<file path="config.mk">
export PLATFORM = sky130hd
export DESIGN_NAME = rdc_cmd_unit
export DESIGN_NICKNAME = d
export VERILOG_FILES = /design/src/rtl/rdc_pkg.sv /design/src/rtl/rdc_wait_timer.sv /design/src/rtl/rdc_cmd_unit.sv
export SDC_FILE = /design/constraint.sdc
export NUM_CORES = 1
export LEC_CHECK = 0
export BUFFER_PORTS_ARGS = -buffer_cell sky130_fd_sc_hd__buf_2
export CORE_MARGIN = 4
export CORE_UTILIZATION = 45
export DETAILED_ROUTE_END_ITERATION = 7
export HOLD_SLACK_MARGIN = 0.05
export PLACE_DENSITY = 0.69
export SKIP_LAST_GASP = 1
export SYNTH_ARGS = -nofsm -noshare
export SYNTH_HDL_FRONTEND = slang
export SYNTH_HIERARCHICAL = 1
export SYNTH_SLANG_ARGS = --single-unit
export TNS_END_PERCENT = 50
</file>
<file path="constraint.sdc">
create_clock -name i_clk -period 3.5 [get_ports i_clk]
set_input_delay 0.525 -clock i_clk [delete_from_list [all_inputs] [get_ports i_clk]]
set_output_delay 0.525 -clock i_clk [all_outputs]
set_load 0.03 [all_outputs]
</file>
<file path="src/rtl/rdc_pkg.sv">
// Package for the reader direct command unit: codes, field layouts, records.
// Assumes one 50 MHz clock domain and a host port that delivers decoded words.
package rdc_pkg;

  // ****************************************
  // Host word layout
  // ****************************************
  localparam int RDC_CMD_BIT = 7;
  localparam int RDC_CODE_W = 5;

  // ****************************************
  // Command codes (command bit included)
  // ****************************************
  localparam logic [7:0] RDC_C_IDLE = 8'h80;
  localparam logic [7:0] RDC_C_HOP_MAIN = 8'h84;
  localparam logic [7:0] RDC_C_HOP_AUX = 8'h85;
  localparam logic [7:0] RDC_C_ADC = 8'h87;
  localparam logic [7:0] RDC_C_CAL = 8'h88;
  localparam logic [7:0] RDC_C_CAL_DEC = 8'h89;
  localparam logic [7:0] RDC_C_CAL_INC = 8'h8A;
  localparam logic [7:0] RDC_C_FIFO_RST = 8'h8F;
  localparam logic [7:0] RDC_C_TX_CRC = 8'h90;
  localparam logic [7:0] RDC_C_TX_HDR = 8'h91;
  localparam logic [7:0] RDC_C_TX_NOCRC = 8'h92;
  localparam logic [7:0] RDC_C_DTX_CRC = 8'h93;
  localparam logic [7:0] RDC_C_DTX_NOCRC = 8'h94;
  localparam logic [7:0] RDC_C_RX_BLOCK = 8'h96;
  localparam logic [7:0] RDC_C_RX_ENABLE = 8'h97;
  localparam logic [7:0] RDC_C_QUERY = 8'h98;
  localparam logic [7:0] RDC_C_GEN2_FIRST = 8'h99;
  localparam logic [7:0] RDC_C_GEN2_LAST = 8'h9F;

  // ****************************************
  // Converter source select
  // ****************************************
  localparam logic [2:0] RDC_SRC_MIX1 = 3'h1;
  localparam logic [2:0] RDC_SRC_MIX2 = 3'h2;
  localparam logic [2:0] RDC_SRC_PIN = 3'h3;

  // ****************************************
  // Widths and limits
  // ****************************************
  localparam int RDC_CAL_W = 4;
  localparam logic [3:0] RDC_CAL_MAX = 4'hF;
  localparam logic [3:0] RDC_CAL_MIN = 4'h0;
  // Mid-scale start so both step directions are open after reset
  localparam logic [3:0] RDC_CAL_RST = 4'h8;
  localparam logic [1:0] RDC_TX_START_BYTES = 2'h3;
  localparam int RDC_LEN_W = 12;
  localparam int RDC_WAIT_W = 8;
  localparam logic [7:0] RDC_WAIT_ZERO = 8'h00;

  // ****************************************
  // Records
  // ****************************************
  // Transmit length as loaded by the host
  typedef struct packed {
    logic [11:0] bytes;
    logic [2:0] bits;
    logic partial;
  } rdc_txlen_s;

  // Frame options handed to the transmitter
  typedef struct packed {
    logic crc16;
    logic crc5;
    logic hdr_bit;
    logic rx_no_crc;
    logic [7:0] code;
  } rdc_txopt_s;

  typedef enum logic [3:0] {
    RDC_TX_IDLE = 4'b0001,
    RDC_TX_LOAD = 4'b0010,
    RDC_TX_WAIT = 4'b0100,
    RDC_TX_SEND = 4'b1000
  } rdc_tx_e;

endpackage : rdc_pkg

</file>
<file path="src/rtl/rdc_wait_timer.sv">
// Down counter for the delayed transmit and receive wait times.
// Assumes the load and tick inputs come from the same clock domain.
`timescale 1ns/1ps
`default_nettype none
module rdc_wait_timer (
  // Clock and reset
  input wire logic i_clk,
  input wire logic i_nrst,
  // Control
  input wire logic i_load,
  input wire logic [rdc_pkg::RDC_WAIT_W-1:0] i_value,
  input wire logic i_tick,
  // Status
  output logic o_busy,
  output logic o_done
);
  import rdc_pkg::*;

  logic [RDC_WAIT_W-1:0] cnt_reg, cnt_next;
  logic done_reg, done_next;

  always_comb begin
    cnt_next = cnt_reg;
    done_next = 1'b0;
    if (i_load) begin
      cnt_next = i_value;
      done_next = (i_value == RDC_WAIT_ZERO);
    end else if (i_tick && cnt_reg != RDC_WAIT_ZERO) begin
      cnt_next = cnt_reg - 8'h01;
      done_next = (cnt_reg == 8'h01);
    end
  end

  always_ff @(posedge i_clk or negedge i_nrst) begin
    if (!i_nrst) begin
      cnt_reg <= RDC_WAIT_ZERO;
      done_reg <= 1'b0;
    end else begin
      cnt_reg <= cnt_next;
      done_reg <= done_next;
    end
  end

  assign o_busy = (cnt_reg != RDC_WAIT_ZERO);
  assign o_done = done_reg;

endmodule : rdc_wait_timer
`default_nettype wire

</file>
<file path="src/rtl/rdc_cmd_unit.sv">
// Direct command interpreter of the reader: decodes host words into actions.
// Assumes the host port has framed words; registers live outside as ports.
// Notes on behaviour
// - Commands carry bit 7 set; 80 hex is idle and does nothing.
// - 84 selects main PLL divider (reset default); 85 selects auxiliary.
// - 87 starts one 8-bit conversion; result goes to readout register.
// - Source select 001 mixer one, 010 mixer two, 011 pin; others test.
// - 88 runs filter calibration and stores the result in calibration.
// - 89 steps calibration down, 8A up; sixteen steps of four percent.
// - Target select bit picks low-pass or high-pass part for steps.
// - 8F resets FIFO pointers, all interrupt flags and error location.
// - Send starts at third FIFO byte, or when shorter message completes.
// - Command 90 appends CRC-16 over the payload.
// - 91 sends like 90 and tells receiver to expect header bit.
// - 92 sends like 90 with no CRC appended.
// - 93 sends with CRC when the preloaded wait time expires.
// - Delayed wait counts from end of previous reception, not command.
// - 94 is delayed transmit without CRC.
// - 96 holds receiver decoder and framer in reset; no receive events.
// - Hold ends on command 97 or at end of a transmit.
// - Nonzero receive wait keeps receiver held after transmit until done.
// - 98 sends Query with CRC5; reply taken without CRC check.
// - 99 to 9C query frames no CRC; 9D ACK, 9E NAK, 9F ReqRN.
// - Length is 12-bit byte count, 3-bit bit count, partial flag.
// - Host word bit 7 marks command; low five bits hold the code.
`timescale 1ns/1ps
`default_nettype none
module rdc_cmd_unit (
  // Clock and reset
  input wire logic i_clk,
  input wire logic i_nrst,
  // Host words
  input wire logic i_word_valid,
  input wire logic [7:0] i_word,
  // Transmit length and FIFO write
  input wire rdc_pkg::rdc_txlen_s i_txlen,
  input wire logic i_fifo_wr,
  // Configuration
  input wire logic [2:0] i_adc_src_sel,
  input wire logic i_cal_adjust_target_select,
  input wire logic [rdc_pkg::RDC_WAIT_W-1:0] i_tx_wait,
  input wire logic [rdc_pkg::RDC_WAIT_W-1:0] i_rx_wait,
  // Analog and air side status (same clock)
  input wire logic i_adc_done,
  input wire logic [7:0] i_adc_data,
  input wire logic i_cal_done,
  input wire logic [3:0] i_cal_result,
  input wire logic i_rx_end,
  input wire logic i_tx_end,
  input wire logic i_wait_tick,
  // Control outputs
  output logic o_pll_aux_sel,
  output logic o_adc_start,
  output logic [2:0] o_adc_src,
  output logic [7:0] o_adc_readout,
  output logic o_cal_start,
  output logic [3:0] o_cal_lp,
  output logic [3:0] o_cal_hp,
  output logic o_fifo_reset,
  output logic o_irq_clear,
  output logic o_err_loc_clear,
  output logic o_tx_start,
  output rdc_pkg::rdc_txopt_s o_tx_opt,
  output logic o_rx_hold
);
  import rdc_pkg::*;

  // ****************************************
  // Command decode
  // ****************************************
  logic is_cmd;
  logic [7:0] cmd;
  logic c_tx_imm, c_tx_dly, c_gen2, c_query;
  assign is_cmd = i_word_valid && i_word[RDC_CMD_BIT];
  assign cmd = {1'b1, 2'b00, i_word[RDC_CODE_W-1:0]};
  assign c_tx_imm = is_cmd && (cmd == RDC_C_TX_CRC || cmd == RDC_C_TX_HDR ||
                    cmd == RDC_C_TX_NOCRC);
  assign c_tx_dly = is_cmd && (cmd == RDC_C_DTX_CRC ||
                    cmd == RDC_C_DTX_NOCRC);
  assign c_query = is_cmd && cmd == RDC_C_QUERY;
  assign c_gen2 = is_cmd && cmd >= RDC_C_GEN2_FIRST &&
                  cmd <= RDC_C_GEN2_LAST;

  // ****************************************
  // Misc control state
  // ****************************************
  logic pll_reg, pll_next;
  logic [2:0] src_reg, src_next;
  logic [7:0] adc_reg, adc_next;
  logic [3:0] lp_reg, lp_next, hp_reg, hp_next;
  logic adc_st_next, cal_st_next, fifo_next;
  logic adc_st_reg, cal_st_reg, fifo_reg;

  always_comb begin
    pll_next = pll_reg;
    src_next = src_reg;
    adc_next = adc_reg;
    lp_next = lp_reg;
    hp_next = hp_reg;
    adc_st_next = 1'b0;
    cal_st_next = 1'b0;
    fifo_next = 1'b0;
    if (i_adc_done) begin
      adc_next = i_adc_data;
    end
    if (i_cal_done) begin
      if (i_cal_adjust_target_select) begin
        hp_next = i_cal_result;
      end else begin
        lp_next = i_cal_result;
      end
    end
    if (is_cmd) begin
      case (cmd)
        RDC_C_HOP_MAIN: pll_next = 1'b0;
        RDC_C_HOP_AUX: pll_next = 1'b1;
        RDC_C_ADC: begin
          adc_st_next = 1'b1;
          src_next = i_adc_src_sel;
        end
        RDC_C_CAL: cal_st_next = 1'b1;
        RDC_C_CAL_DEC: begin
          if (i_cal_adjust_target_select) begin
            if (hp_reg != RDC_CAL_MIN) hp_next = hp_reg - 4'h1;
          end else if (lp_reg != RDC_CAL_MIN) begin
            lp_next = lp_reg - 4'h1;
          end
        end
        RDC_C_CAL_INC: begin
          if (i_cal_adjust_target_select) begin
            if (hp_reg != RDC_CAL_MAX) hp_next = hp_reg + 4'h1;
          end else if (lp_reg != RDC_CAL_MAX) begin
            lp_next = lp_reg + 4'h1;
          end
        end
        RDC_C_FIFO_RST: fifo_next = 1'b1;
        default: ;
      endcase
    end
  end

  always_ff @(posedge i_clk or negedge i_nrst) begin
    if (!i_nrst) begin
      pll_reg <= 1'b0;
      src_reg <= 3'h0;
      adc_reg <= 8'h00;
      lp_reg <= RDC_CAL_RST;
      hp_reg <= RDC_CAL_RST;
      adc_st_reg <= 1'b0;
      cal_st_reg <= 1'b0;
      fifo_reg <= 1'b0;
    end else begin
      pll_reg <= pll_next;
      src_reg <= src_next;
      adc_reg <= adc_next;
      lp_reg <= lp_next;
      hp_reg <= hp_next;
      adc_st_reg <= adc_st_next;
      cal_st_reg <= cal_st_next;
      fifo_reg <= fifo_next;
    end
  end

  // ****************************************
  // Transmit sequencer
  // ****************************************
  rdc_tx_e st_reg, st_next;
  rdc_txopt_s opt_reg, opt_next;
  logic [RDC_LEN_W-1:0] cnt_reg, cnt_next;
  logic dly_reg, dly_next, go_reg, go_next;
  logic [RDC_LEN_W-1:0] need;
  logic tx_busy, tx_done, rx_busy, rx_done;

  // partial byte counts
  // Partial byte counts as one more FIFO byte
  assign need = i_txlen.bytes + {11'h000, i_txlen.partial};

  always_comb begin
    st_next = st_reg;
    opt_next = opt_reg;
    cnt_next = cnt_reg;
    dly_next = dly_reg;
    go_next = 1'b0;
    case (st_reg)
      RDC_TX_IDLE: begin
        cnt_next = '0;
        if (c_tx_imm || c_tx_dly) begin
          opt_next.crc16 = (cmd != RDC_C_TX_NOCRC &&
                            cmd != RDC_C_DTX_NOCRC);
          opt_next.crc5 = 1'b0;
          opt_next.hdr_bit = (cmd == RDC_C_TX_HDR);
          opt_next.rx_no_crc = 1'b0;
          opt_next.code = cmd;
          dly_next = c_tx_dly;
          st_next = RDC_TX_LOAD;
        end else if (c_query || c_gen2) begin
          opt_next.crc16 = 1'b0;
          opt_next.crc5 = c_query;
          opt_next.hdr_bit = 1'b0;
          opt_next.rx_no_crc = 1'b1;
          opt_next.code = cmd;
          dly_next = 1'b0;
          go_next = 1'b1;
          st_next = RDC_TX_SEND;
        end
      end
      RDC_TX_LOAD: begin
        if (i_fifo_wr) cnt_next = cnt_reg + 12'h001;
        if (cnt_next >= need || cnt_next == {10'h000, RDC_TX_START_BYTES})
        begin
          st_next = dly_reg ? RDC_TX_WAIT : RDC_TX_SEND;
          go_next = !dly_reg;
        end
      end
      RDC_TX_WAIT: begin
        if (tx_done || !tx_busy) begin
          go_next = 1'b1;
          st_next = RDC_TX_SEND;
        end
      end
      RDC_TX_SEND: begin
        if (i_tx_end) st_next = RDC_TX_IDLE;
      end
      default: st_next = RDC_TX_IDLE;
    endcase
  end

  always_ff @(posedge i_clk or negedge i_nrst) begin
    if (!i_nrst) begin
      st_reg <= RDC_TX_IDLE;
      opt_reg <= '0;
      cnt_reg <= '0;
      dly_reg <= 1'b0;
      go_reg <= 1'b0;
    end else begin
      st_reg <= st_next;
      opt_reg <= opt_next;
      cnt_reg <= cnt_next;
      dly_reg <= dly_next;
      go_reg <= go_next;
    end
  end

  // Started at reception end so a late command still meets the slot
  rdc_wait_timer u_tx_wait (
    .i_clk(i_clk),
    .i_nrst(i_nrst),
    .i_load(i_rx_end),
    .i_value(i_tx_wait),
    .i_tick(i_wait_tick),
    .o_busy(tx_busy),
    .o_done(tx_done)
  );

  // ****************************************
  // Receiver hold
  // ****************************************
  logic hold_reg, hold_next, rxw_reg, rxw_next;

  rdc_wait_timer u_rx_wait (
    .i_clk(i_clk),
    .i_nrst(i_nrst),
    .i_load(i_tx_end && i_rx_wait != RDC_WAIT_ZERO),
    .i_value(i_rx_wait),
    .i_tick(i_wait_tick),
    .o_busy(rx_busy),
    .o_done(rx_done)
  );

  always_comb begin
    hold_next = hold_reg;
    rxw_next = rxw_reg;
    if (i_tx_end) hold_next = 1'b0;
    if (i_tx_end && i_rx_wait != RDC_WAIT_ZERO) rxw_next = 1'b1;
    else if (rx_done || (rxw_reg && !rx_busy)) rxw_next = 1'b0;
    if (is_cmd && cmd == RDC_C_RX_BLOCK) hold_next = 1'b1;
    if (is_cmd && cmd == RDC_C_RX_ENABLE) hold_next = 1'b0;
  end

  always_ff @(posedge i_clk or negedge i_nrst) begin
    if (!i_nrst) begin
      hold_reg <= 1'b0;
      rxw_reg <= 1'b0;
    end else begin
      hold_reg <= hold_next;
      rxw_reg <= rxw_next;
    end
  end

  // ****************************************
  // Outputs
  // ****************************************
  assign o_pll_aux_sel = pll_reg;
  assign o_adc_start = adc_st_reg;
  assign o_adc_src = src_reg;
  assign o_adc_readout = adc_reg;
  assign o_cal_start = cal_st_reg;
  assign o_cal_lp = lp_reg;
  assign o_cal_hp = hp_reg;
  assign o_fifo_reset = fifo_reg;
  assign o_irq_clear = fifo_reg;
  assign o_err_loc_clear = fifo_reg;
  assign o_tx_start = go_reg;
  assign o_tx_opt = opt_reg;
  assign o_rx_hold = hold_reg || rxw_reg;

  // ****************************************
  // Checks
  // ****************************************
  property p_hop;
    @(posedge i_clk) disable iff (!i_nrst)
      is_cmd && cmd == RDC_C_HOP_AUX |=> o_pll_aux_sel;
  endproperty
  a_hop: assert property (p_hop) else $error("aux hop missed");

  property p_fifo;
    @(posedge i_clk) disable iff (!i_nrst)
      is_cmd && cmd == RDC_C_FIFO_RST |=> o_fifo_reset && o_irq_clear
        && o_err_loc_clear ##1 !o_fifo_reset;
  endproperty
  a_fifo: assert property (p_fifo) else $error("fifo reset bad");

  property p_block;
    @(posedge i_clk) disable iff (!i_nrst)
      is_cmd && cmd == RDC_C_RX_BLOCK |=> o_rx_hold;
  endproperty
  a_block: assert property (p_block) else $error("rx not held");

  property p_dec;
    @(posedge i_clk) disable iff (!i_nrst)
      is_cmd && cmd == RDC_C_CAL_DEC && !i_cal_adjust_target_select &&
      !i_cal_done && lp_reg != RDC_CAL_MIN |=>
        o_cal_lp == $past(lp_reg) - 4'h1;
  endproperty
  a_dec: assert property (p_dec) else $error("cal step wrong");

  property p_adc;
    @(posedge i_clk) disable iff (!i_nrst)
      is_cmd && cmd == RDC_C_ADC |=>
        o_adc_start && o_adc_src == $past(i_adc_src_sel);
  endproperty
  a_adc: assert property (p_adc) else $error("adc not started");

  property p_crc;
    @(posedge i_clk) disable iff (!i_nrst)
      st_reg == RDC_TX_IDLE && c_tx_imm |=> o_tx_opt.crc16 ==
        ($past(cmd) != RDC_C_TX_NOCRC);
  endproperty
  a_crc: assert property (p_crc) else $error("crc option wrong");

  property p_query;
    @(posedge i_clk) disable iff (!i_nrst)
      st_reg == RDC_TX_IDLE && c_query |=> o_tx_start && o_tx_opt.crc5
        && o_tx_opt.rx_no_crc;
  endproperty
  a_query: assert property (p_query) else $error("query bad");

  property p_ign;
    @(posedge i_clk) disable iff (!i_nrst)
      is_cmd && cmd == RDC_C_IDLE && !i_cal_done && !i_tx_end &&
      st_reg == RDC_TX_IDLE |=>
        $stable(o_pll_aux_sel) && $stable(o_cal_lp) && !o_tx_start;
  endproperty
  a_ign: assert property (p_ign) else $error("idle changed state");

  c_tx: cover property (@(posedge i_clk) disable iff (!i_nrst)
    st_reg == RDC_TX_LOAD ##[1:20] o_tx_start);
  c_dly: cover property (@(posedge i_clk) disable iff (!i_nrst)
    st_reg == RDC_TX_WAIT ##[1:300] o_tx_start);
  c_rxw: cover property (@(posedge i_clk) disable iff (!i_nrst)
    rxw_reg ##[1:300] !o_rx_hold);

endmodule : rdc_cmd_unit
`default_nettype wire

</file>
# Yosys cells after proc, flatten, opt, wreduce, memory -nomap -nowiden

Cells that the tools add are included.
Widths: inputs -> output; s select.

Flip-flop bits (word level): 73
Output and inout bits: 39
Input bits: 65
Word-level logic and storage cells: 162

Reduce and logical (&&, ||, !) cells: 43
Muxes and demuxes: 55
Equality and inequality tests: 30
$add $sub $neg: 8
Order comparisons: 3

Operators by type and width:

| cell                  | count |
|---|---|
| $mux 4                | 20 |
| $mux 12               | 4 |
| $eq 5x5->1 const B    | 8 |
| $mux 8                | 4 |
| $pmux 12 s2           | 1 |
| $reduce_bool 8->1     | 3 |
| $mux 1                | 21 |
| $eq 5x4->1 const B    | 4 |
| $eq 8x1->1 const B    | 2 |
| $logic_not 8->1       | 2 |
| $pmux 4 s2            | 2 |
| $pmux 4 s4            | 1 |
| $sub 8x1->8 const B   | 2 |
| $eq 5x3->1 const B    | 3 |
| $logic_and 1x1->1     | 13 |
| $add 12x1->12         | 1 |
| $add 12x1->12 const B | 1 |
| $eq 12x2->1 const B   | 1 |
| $ge 12x12->1          | 1 |
| $reduce_bool 2->1     | 6 |
| $ne 5x5->1 const B    | 2 |
| $logic_or 1x1->1      | 9 |
| $add 4x1->4 const B   | 2 |
| $ge 8x8->1 const B    | 1 |
| other kinds (16)      | 25 |

# Depth between registers and ports, before layout

Gate-level depths: netlist of the first run.

Depth after elaboration: 7
Mapped depth: 13
Gate-level depth less buffers: 12

# By module

The synthesis of the first run kept the hierarchy.

By module, submodules not included:

| module         | area each (µm²) | seq. area each (µm²) | cells each | instances |
|---|---|---|---|---|
| rdc_cmd_unit   | 3,624.7         | 1,330.0              | 402        | 1 |
| rdc_wait_timer | 609.3           | 225.2                | 70         | 2 |

# Worst setup path after synthesis of the first run

OpenSTA, ideal clock, no wires.

Kind: input-to-reg
Start: in i_fifo_wr
End: reg st_reg[3]
Data required time: 3,364 ps
Stages: 11
Library setup time: 136 ps
Path buffers: 1
Data arrival time: 2,513 ps
Path slack: 851 ps
Cell sequence: clkbuf_1 nand4_1 nor2_1 xor2_1 ha_1 o21ai_0 nor2_1 a211oi_1 o21ai_0 a41oi_2 o311ai_1

Longest elaborated chain between the ends: 6
Elaborated cells between the ends (all ways): 7
Classes of those cells: order compare (1); eq/ne (2); mux (2); reduce/logical (2)

Ends and longest elaborated chain:

| what                                               | line                | RTL |
|---|---|---|
| start: declaration                                 | rdc_cmd_unit.sv:37  | `input wire logic i_fifo_wr,` |
| $mux 12 *                                          | rdc_cmd_unit.sv:208 | `if (i_fifo_wr) cnt_next = cnt_reg + 12'h001;` |
| $mux 12 *                                          | rdc_cmd_unit.sv:184 | `case (st_reg)` |
| $ge 12x12->1 / $eq 12x2->1 (equally long branches) | rdc_cmd_unit.sv:209 | `if (cnt_next >= need \|\| cnt_next == {10'h000, RDC_TX_START_BYTES})` |
| $logic_or 1x1->1 *                                 | rdc_cmd_unit.sv:209 |  |
| $ne 2x2->1 (no line) *                             | n/a                 |  |
| $reduce_and 4->1 (no line) *                       | n/a                 |  |
| end signal: assignment                             | rdc_cmd_unit.sv:236 | `st_reg <= st_next;` |
| end: declaration                                   | rdc_cmd_unit.sv:167 | `rdc_tx_e st_reg, st_next;` |

Mark *: on every way between the ends. The rest lies on a longest branch, timed or not. The select of a mux whose other input is x is not followed.
A chain may end at the register's enable or synchronous reset.

==> impl_metrics.py, run 1 <==
metrics = {
    "clock_tree": {
        "clkLatencyLatePin_ps": 340,
        "clockBufferDepth": 2,
        "postCtsHoldBufs": 0,
        "clk_pin_slew_worst_paths_ps": 80,
        "cts_max_level": 3,
        "cts_tree": "yes",
        "cts_buffers": 9,
        "clock_sinks": 71,
        "cts_root_buf": "clkbuf_8",
        "post_cts_buffers": 0,
        "cts_resized": 0,
    },
    "critical_path": {
        "start_kind": "flop",
        "critical_path_class": "flop to flop",
        "ff2ff_setup_slack_ps": 660,
        "arrival_ps": 3030,
        "r2r-end": "o_tx_start",
        "crit_path_end_kind": "flop",
        "r2r_cells": 11,
        "crit_start": "cnt_reg[2]",
        "worstPathMaxFanout": 8,
        "rr_startpoint": "cnt_reg[2]",
        "worst_ep_required_time_ps": 3690,
    },
    "floorplan": {
        "ioPinCount": 104,
        "fp.dieH_um": 111.7,
        "core_um2": 10420,
        "start_util_pct": 46.50,
        "placementRows": 37,
        "die_area_um2": 12490,
        "die_w_um": 111.7,
    },
    "timing": {
        "hold_viol": 0,
        "finalSetupViolations": 0,
        "slew_headroom_pct": 35.78,
        "rsz0062_at_grt": "no",
        "fin_skew_ps": 11.60,
        "period_needed_ps": 2839,
        "fin_tns_setup_ps": 0,
        "tightest_slew_ps": 954.4,
        "timing.final.crit_share_pct": 81.10,
        "fmaxAchievable_mhz": 352.3,
        "slew_violations": 0,
    },
    "power": {
        "power_leakage_nw": 2.503,
        "powerDensity_nw_per_um2": 394.4,
        "vdd_drop_max_mv": 0.1806,
    },
    "drt": {
        "vias": 4432,
        "wire_per_inst_um": 15.51,
        "vias_per_cell": 5.816,
        "ant_nets": 0,
        "wl_um": 11820,
        "drtIter0Drc": 259,
        "route.detailed.drc": 0,
        "drt-pass1-iter-count": 4,
    },
    "min_path": {
        "hold_path_class": "input port to async pin",
    },
    "synthesis": {
        "yosys.area_share.simple_pct": 23.40,
        "synth_mux_area_share_pct": 5.606,
        "ys_top_cells_by_area": "dfrtp_1 (35%), ha_1 (6.5%), nand2_1 (3.9%)",
        "synth-main-ff-cell": "dfrtp_1",
        "netlist_area_um2": 4843,
        "synth_seq_cells": 71,
        "syn_area_per_cell_um2": 8.936,
        "synth_top_family_by_area": "simple AND/OR/NAND/NOR gates",
        "synth_cells": 542,
        "ys.warnings.count": 6,
        "async_flop_share_pct": 100.0,
        "synth_top_area_share_pct": 35.13,
        "synthAdderAreaFrac_pct": 6.458,
        "synth_top_area_cell": "dfrtp_1",
        "synth_compound_area_share_pct": 18.44,
        "yosysUniqueCellTypes": 70,
        "synthXorXnorAreaFrac_pct": 4.676,
        "synth_edf_count": 0,
        "ys_seq_area_share_pct": 36.76,
    },
    "place": {
        "dpl.hpwl_um": 8925,
        "place_inst": 746,
        "io_buffers": 96,
        "gp_congestion": 0.8762,
    },
    "cells_and_area": {
        "fill_cells": 987,
        "antenna_cells": 0,
        "nNetsFinal": 711,
        "largest_reg_flops": 12,
        "final_common_cell": "buf_2",
        "area_growth_pct": 15.47,
        "fin_cells": 762,
        "drive_gt1_share_pct": 22.84,
        "final_cell_mix": "buf_2 (96), dfrtp_1 (68), nand2_1 (50), nor2_1 (50), nand3_1 (27)",
    },
    "flow_run": {
        "maxCapViolations": 0,
    },
    "grt": {
        "grtUsageTotal_pct": 18.64,
        "overflow": 0,
        "antenna_found_initial": 0,
        "grt_pass1_wl_um": 19780,
        "grt_max_degree": 42,
        "grt_pass1_vias": 4242,
    },
    "run_status": {
        "outcome": "finished clean",
    },
}
[per-stage QoR]
stage	hold WS (ps)	area [um2]	worst slack [ps]	power, mW	util, %
after detailed placement	421.3	5378	470.8	1.525	51.63
after global placement	409.8	5378	544.2	1.504	51.63
final	233.6	5593	661.4	2.206	53.69
after global routing	295.1	5593	400.8	2.331	53.69
after floorplan	229.4	4847	851.2	1.338	-
after CTS	254.9	5593	679.3	2.227	53.69
[report_power, final]
| group | switching (mW) | internal [mW] | leakage [nW] |
|---|---|---|---|
| Clock | 0.324 | 0.373 | 0.106 |
| Combinational | 0.335 | 0.194 | 1.52 |
| Sequential | 0.0820 | 0.898 | 0.881 |
| Total | 0.740 | 1.47 | 2.50 |
[worst max-delay path by stage]
stage | endpoint | cells after the start
after floorplan | st_reg[3] | 11
after global placement | o_tx_start | 12
after detailed placement | o_tx_start | 12
after CTS | o_tx_start | 11
after global routing | o_tx_start | 11
final | o_tx_start | 11
[critical path: stages (launching register included)]
cell      delay [ps]
dfrtp_1          490
and4_4           310
and3_1           250
and3_1           190
xor2_1           210
ha_1             280
nand4_1           80
nor2_1            50
a211oi_1         240
o21ai_0          170
a41oi_2          270
o311ai_1         160
[Yosys cell counts (3+ instances only)]
| cell type | n |
|---|---|
| and3_1 | 7 |
| nor2b_1 | 8 |
| a211oi_1 | 4 |
| o21bai_1 | 3 |
| o221ai_1 | 3 |
| dfrtp_1 | 68 |
| o31ai_1 | 9 |
| nor3b_1 | 10 |
| nor2_1 | 50 |
| buf_4 | 4 |
| nor3_1 | 8 |
| a221oi_1 | 3 |
| or4_1 | 4 |
| inv_1 | 14 |
| a31oi_1 | 13 |
| o21ai_1 | 20 |
| ha_1 | 25 |
| mux2_2 | 9 |
| a22o_1 | 3 |
| nand3_1 | 27 |
| buf_2 | 4 |
| a21oi_1 | 18 |
| o41ai_1 | 3 |
| or3b_2 | 4 |
| mux2_1 | 8 |
| nor4_1 | 9 |
| mux2i_1 | 8 |
| a211o_1 | 4 |
| o211ai_1 | 5 |
| xor2_1 | 15 |
| dfstp_2 | 3 |
| nand2b_1 | 7 |
| buf_6 | 3 |
| nand4_1 | 11 |
| o21ai_0 | 16 |
| o22ai_1 | 3 |
| clkbuf_1 | 20 |
| nand2_1 | 50 |
| xnor2_1 | 9 |
| nand3b_1 | 5 |
[final cells by class]
type                            instances  area (um2)  share of cell area, %
Clock buffer                           11       151.4                  2.707
Clock inverter                          5       63.81                  1.141
Inverter                               14       52.55                 0.9396
Multi-Input combinational cell        425        2851                  50.98
Sequential cell                        71        1780                  31.83
Tap cell                              136       170.2                  3.043
Timing Repair Buffer                  100       523.0                  9.351
[logic make-up after synthesis]
| group | Yosys count |
|---|---|
| XOR/XNOR | 25 |
| buffers and inverters | 47 |
| adder cells (fa/ha/maj) | 25 |
| multiplexers | 25 |
| AO/OA/AOI/OAI | 131 |
| other | 1 |
| flip-flops | 71 |
| AND/OR/NAND/NOR | 217 |
[layer usage]
metal | vias to the layer above | routed length, um | GRT usage [%]
met2 | 134 | 5718 | 30.78
li1 | 2152 | - | -
met4 | 0 | 112 | 4.704
met3 | 10 | 632 | 3.261
met1 | 2136 | 5357 | 25.47
met5 | - | 0 | 0
(Power assumes the default switching activity.)
==> run 2: changes to the inputs <==
==> constraint.sdc (replaced) <==
create_clock -name i_clk -period 2.74 [get_ports i_clk]
set_input_delay 0.411 -clock i_clk [delete_from_list [all_inputs] [get_ports i_clk]]
set_output_delay 0.411 -clock i_clk [all_outputs]
set_load 0.03 [all_outputs]
==> run 2 against run 1 <==
Compared with the run above:
- sequential power rose by 28%
- maximum frequency is 9.3% higher
- sequential share of layout area shrank 0.78 points
- hold slack worse by 130 ps
- via count up 0.34%
- global-route usage increased by 0.35 points
- largest power group unchanged
==> impl_metrics.py, run 2 (synthesis results as in run 1) <==
metrics = {
    "drt": {
        "vias_per_cell": 5.709,
        "ant_nets": 0,
        "drt-pass1-iter-count": 5,
        "drtIter0Drc": 203,
        "wire_per_inst_um": 15.32,
        "route.detailed.drc": 0,
        "wl_um": 11930,
        "vias": 4447,
    },
    "cells_and_area": {
        "nNetsFinal": 728,
        "largest_reg_flops": 12,
        "fill_cells": 982,
        "final_cell_mix": "buf_2 (96), dfrtp_1 (67), nand2_1 (50), nor2_1 (49), nand3_1 (27)",
        "utilization_pct": 55.09,
        "drive_gt1_share_pct": 25.97,
        "final_common_cell": "buf_2",
        "fin_cells": 779,
        "antenna_cells": 0,
        "area_growth_pct": 18.47,
    },
    "place": {
        "dpl.hpwl_um": 8983,
        "gp_congestion": 0.8872,
        "place_inst": 760,
        "io_buffers": 96,
    },
    "power": {
        "finalPower_mw": 2.706,
        "powerDensity_nw_per_um2": 471.6,
        "vdd_drop_max_mv": 0.2249,
        "power_leakage_nw": 2.570,
    },
    "floorplan": {
        "die_w_um": 111.7,
        "fp.dieH_um": 111.7,
        "die_area_um2": 12490,
        "core_um2": 10420,
        "ioPinCount": 104,
        "placementRows": 37,
        "start_util_pct": 46.50,
    },
    "critical_path": {
        "ff2ff_setup_slack_ps": 140,
        "arrival_ps": 2800,
        "crit_path_end_kind": "flop",
        "r2r_cells": 10,
        "worstPathMaxFanout": 5,
        "rr_startpoint": "cnt_reg[0]",
        "worst_ep_required_time_ps": 2940,
        "critical_path_class": "flop to flop",
        "crit_start": "cnt_reg[0]",
        "start_kind": "flop",
    },
    "clock_tree": {
        "cts_max_level": 3,
        "cts_buffers": 9,
        "cts_tree": "yes",
        "cts_root_buf": "clkbuf_8",
        "postCtsHoldBufs": 0,
        "clkLatencyLatePin_ps": 340,
        "clockBufferDepth": 2,
        "clock_sinks": 71,
        "clk_pin_slew_worst_paths_ps": 80,
    },
    "grt": {
        "grt_pass1_vias": 4298,
        "antenna_found_initial": 0,
        "grtUsageTotal_pct": 19.00,
        "grt_pass1_wl_um": 20110,
        "grt_max_degree": 31,
        "overflow": 0,
    },
    "timing": {
        "fmaxAchievable_mhz": 385.2,
        "period_needed_ps": 2596,
        "fin_tns_setup_ps": 0,
        "fin_skew_ps": 8.781,
        "slew_headroom_pct": 28.11,
        "hold_viol": 0,
        "slew_violations": 0,
        "finalSetupViolations": 0,
        "timing.final.crit_share_pct": 94.75,
        "tightest_slew_ps": 1069,
    },
    "flow_run": {
        "maxCapViolations": 0,
    },
    "run_status": {
        "outcome": "finished clean",
    },
    "min_path": {
        "hold_path_class": "input port to async pin",
    },
}
## run 2: stage by stage
step / instance area (um2) / worst slack (ps) / hold WS [ps]
detailed placement: 5483 / 19.88 / 423.3
global route: 5738 / -16.23 / 144.2
finish: 5738 / 143.8 / 107.8
floorplan: 4847 / 205.2 / 115.4
global placement: 5483 / 52.15 / 409.6
CTS: 5667 / 48.29 / 118.2
## run 2: repair_timing
| action | CTS | global route |
|---|---|---|
| endpoints found under the hold margin | 0 | 0 |
| gates resized for setup | 0 | 9 |
| endpoints found under the setup margin | 0 | 4 |
| buffers inserted | 0 | 3 |
## run 2: layer usage
metal	wire length (um)	GRT usage [%]	up-vias	part of all wire [%]
met5	0	0	-	0
met4	146	4.380	0	1.2
met3	620	4.565	14	5.2
met2	5749	31.45	117	48
met1	5418	25.27	2135	45
li1	-	-	2181	-
## run 2: where the power goes
group	total, mW	internal, mW	switching [mW]
sequential	1.25	1.15	0.103
clock	0.773	0.380	0.393
combinational	0.682	0.252	0.431
total	2.71	1.78	0.927
## run 2: path summary, 6_finish.rpt
check                                   end
setup / recovery                 o_tx_start
hold / removal              o_err_loc_clear
setup reg to reg                 o_tx_start
hold reg to reg                     rxw_reg
max in group asynchronous  o_adc_readout[4]
min in group i_clk             o_adc_src[2]
## run 2: worst max-delay path, stage by stage (launching register included)
cell and delay (ps):
dfrtp_1 420, and4_4 280, and4_4 270, xor2_2 190, ha_1 280, a21o_1 160, a21o_1 170, a21oi_1 130
o21ai_0 130, a41oi_2 280, o311ai_1 130
## run 2: layout make-up
cell class	instances	area, um2	area share, %
Sequential cell	71	1782	31.05
Inverter	14	52.55	0.9158
Timing Repair Buffer	117	650.6	11.34
Clock buffer	12	155.1	2.704
Tap cell	136	170.2	2.966
Multi-Input combinational cell	425	2899	50.52
Clock inverter	4	28.78	0.5015
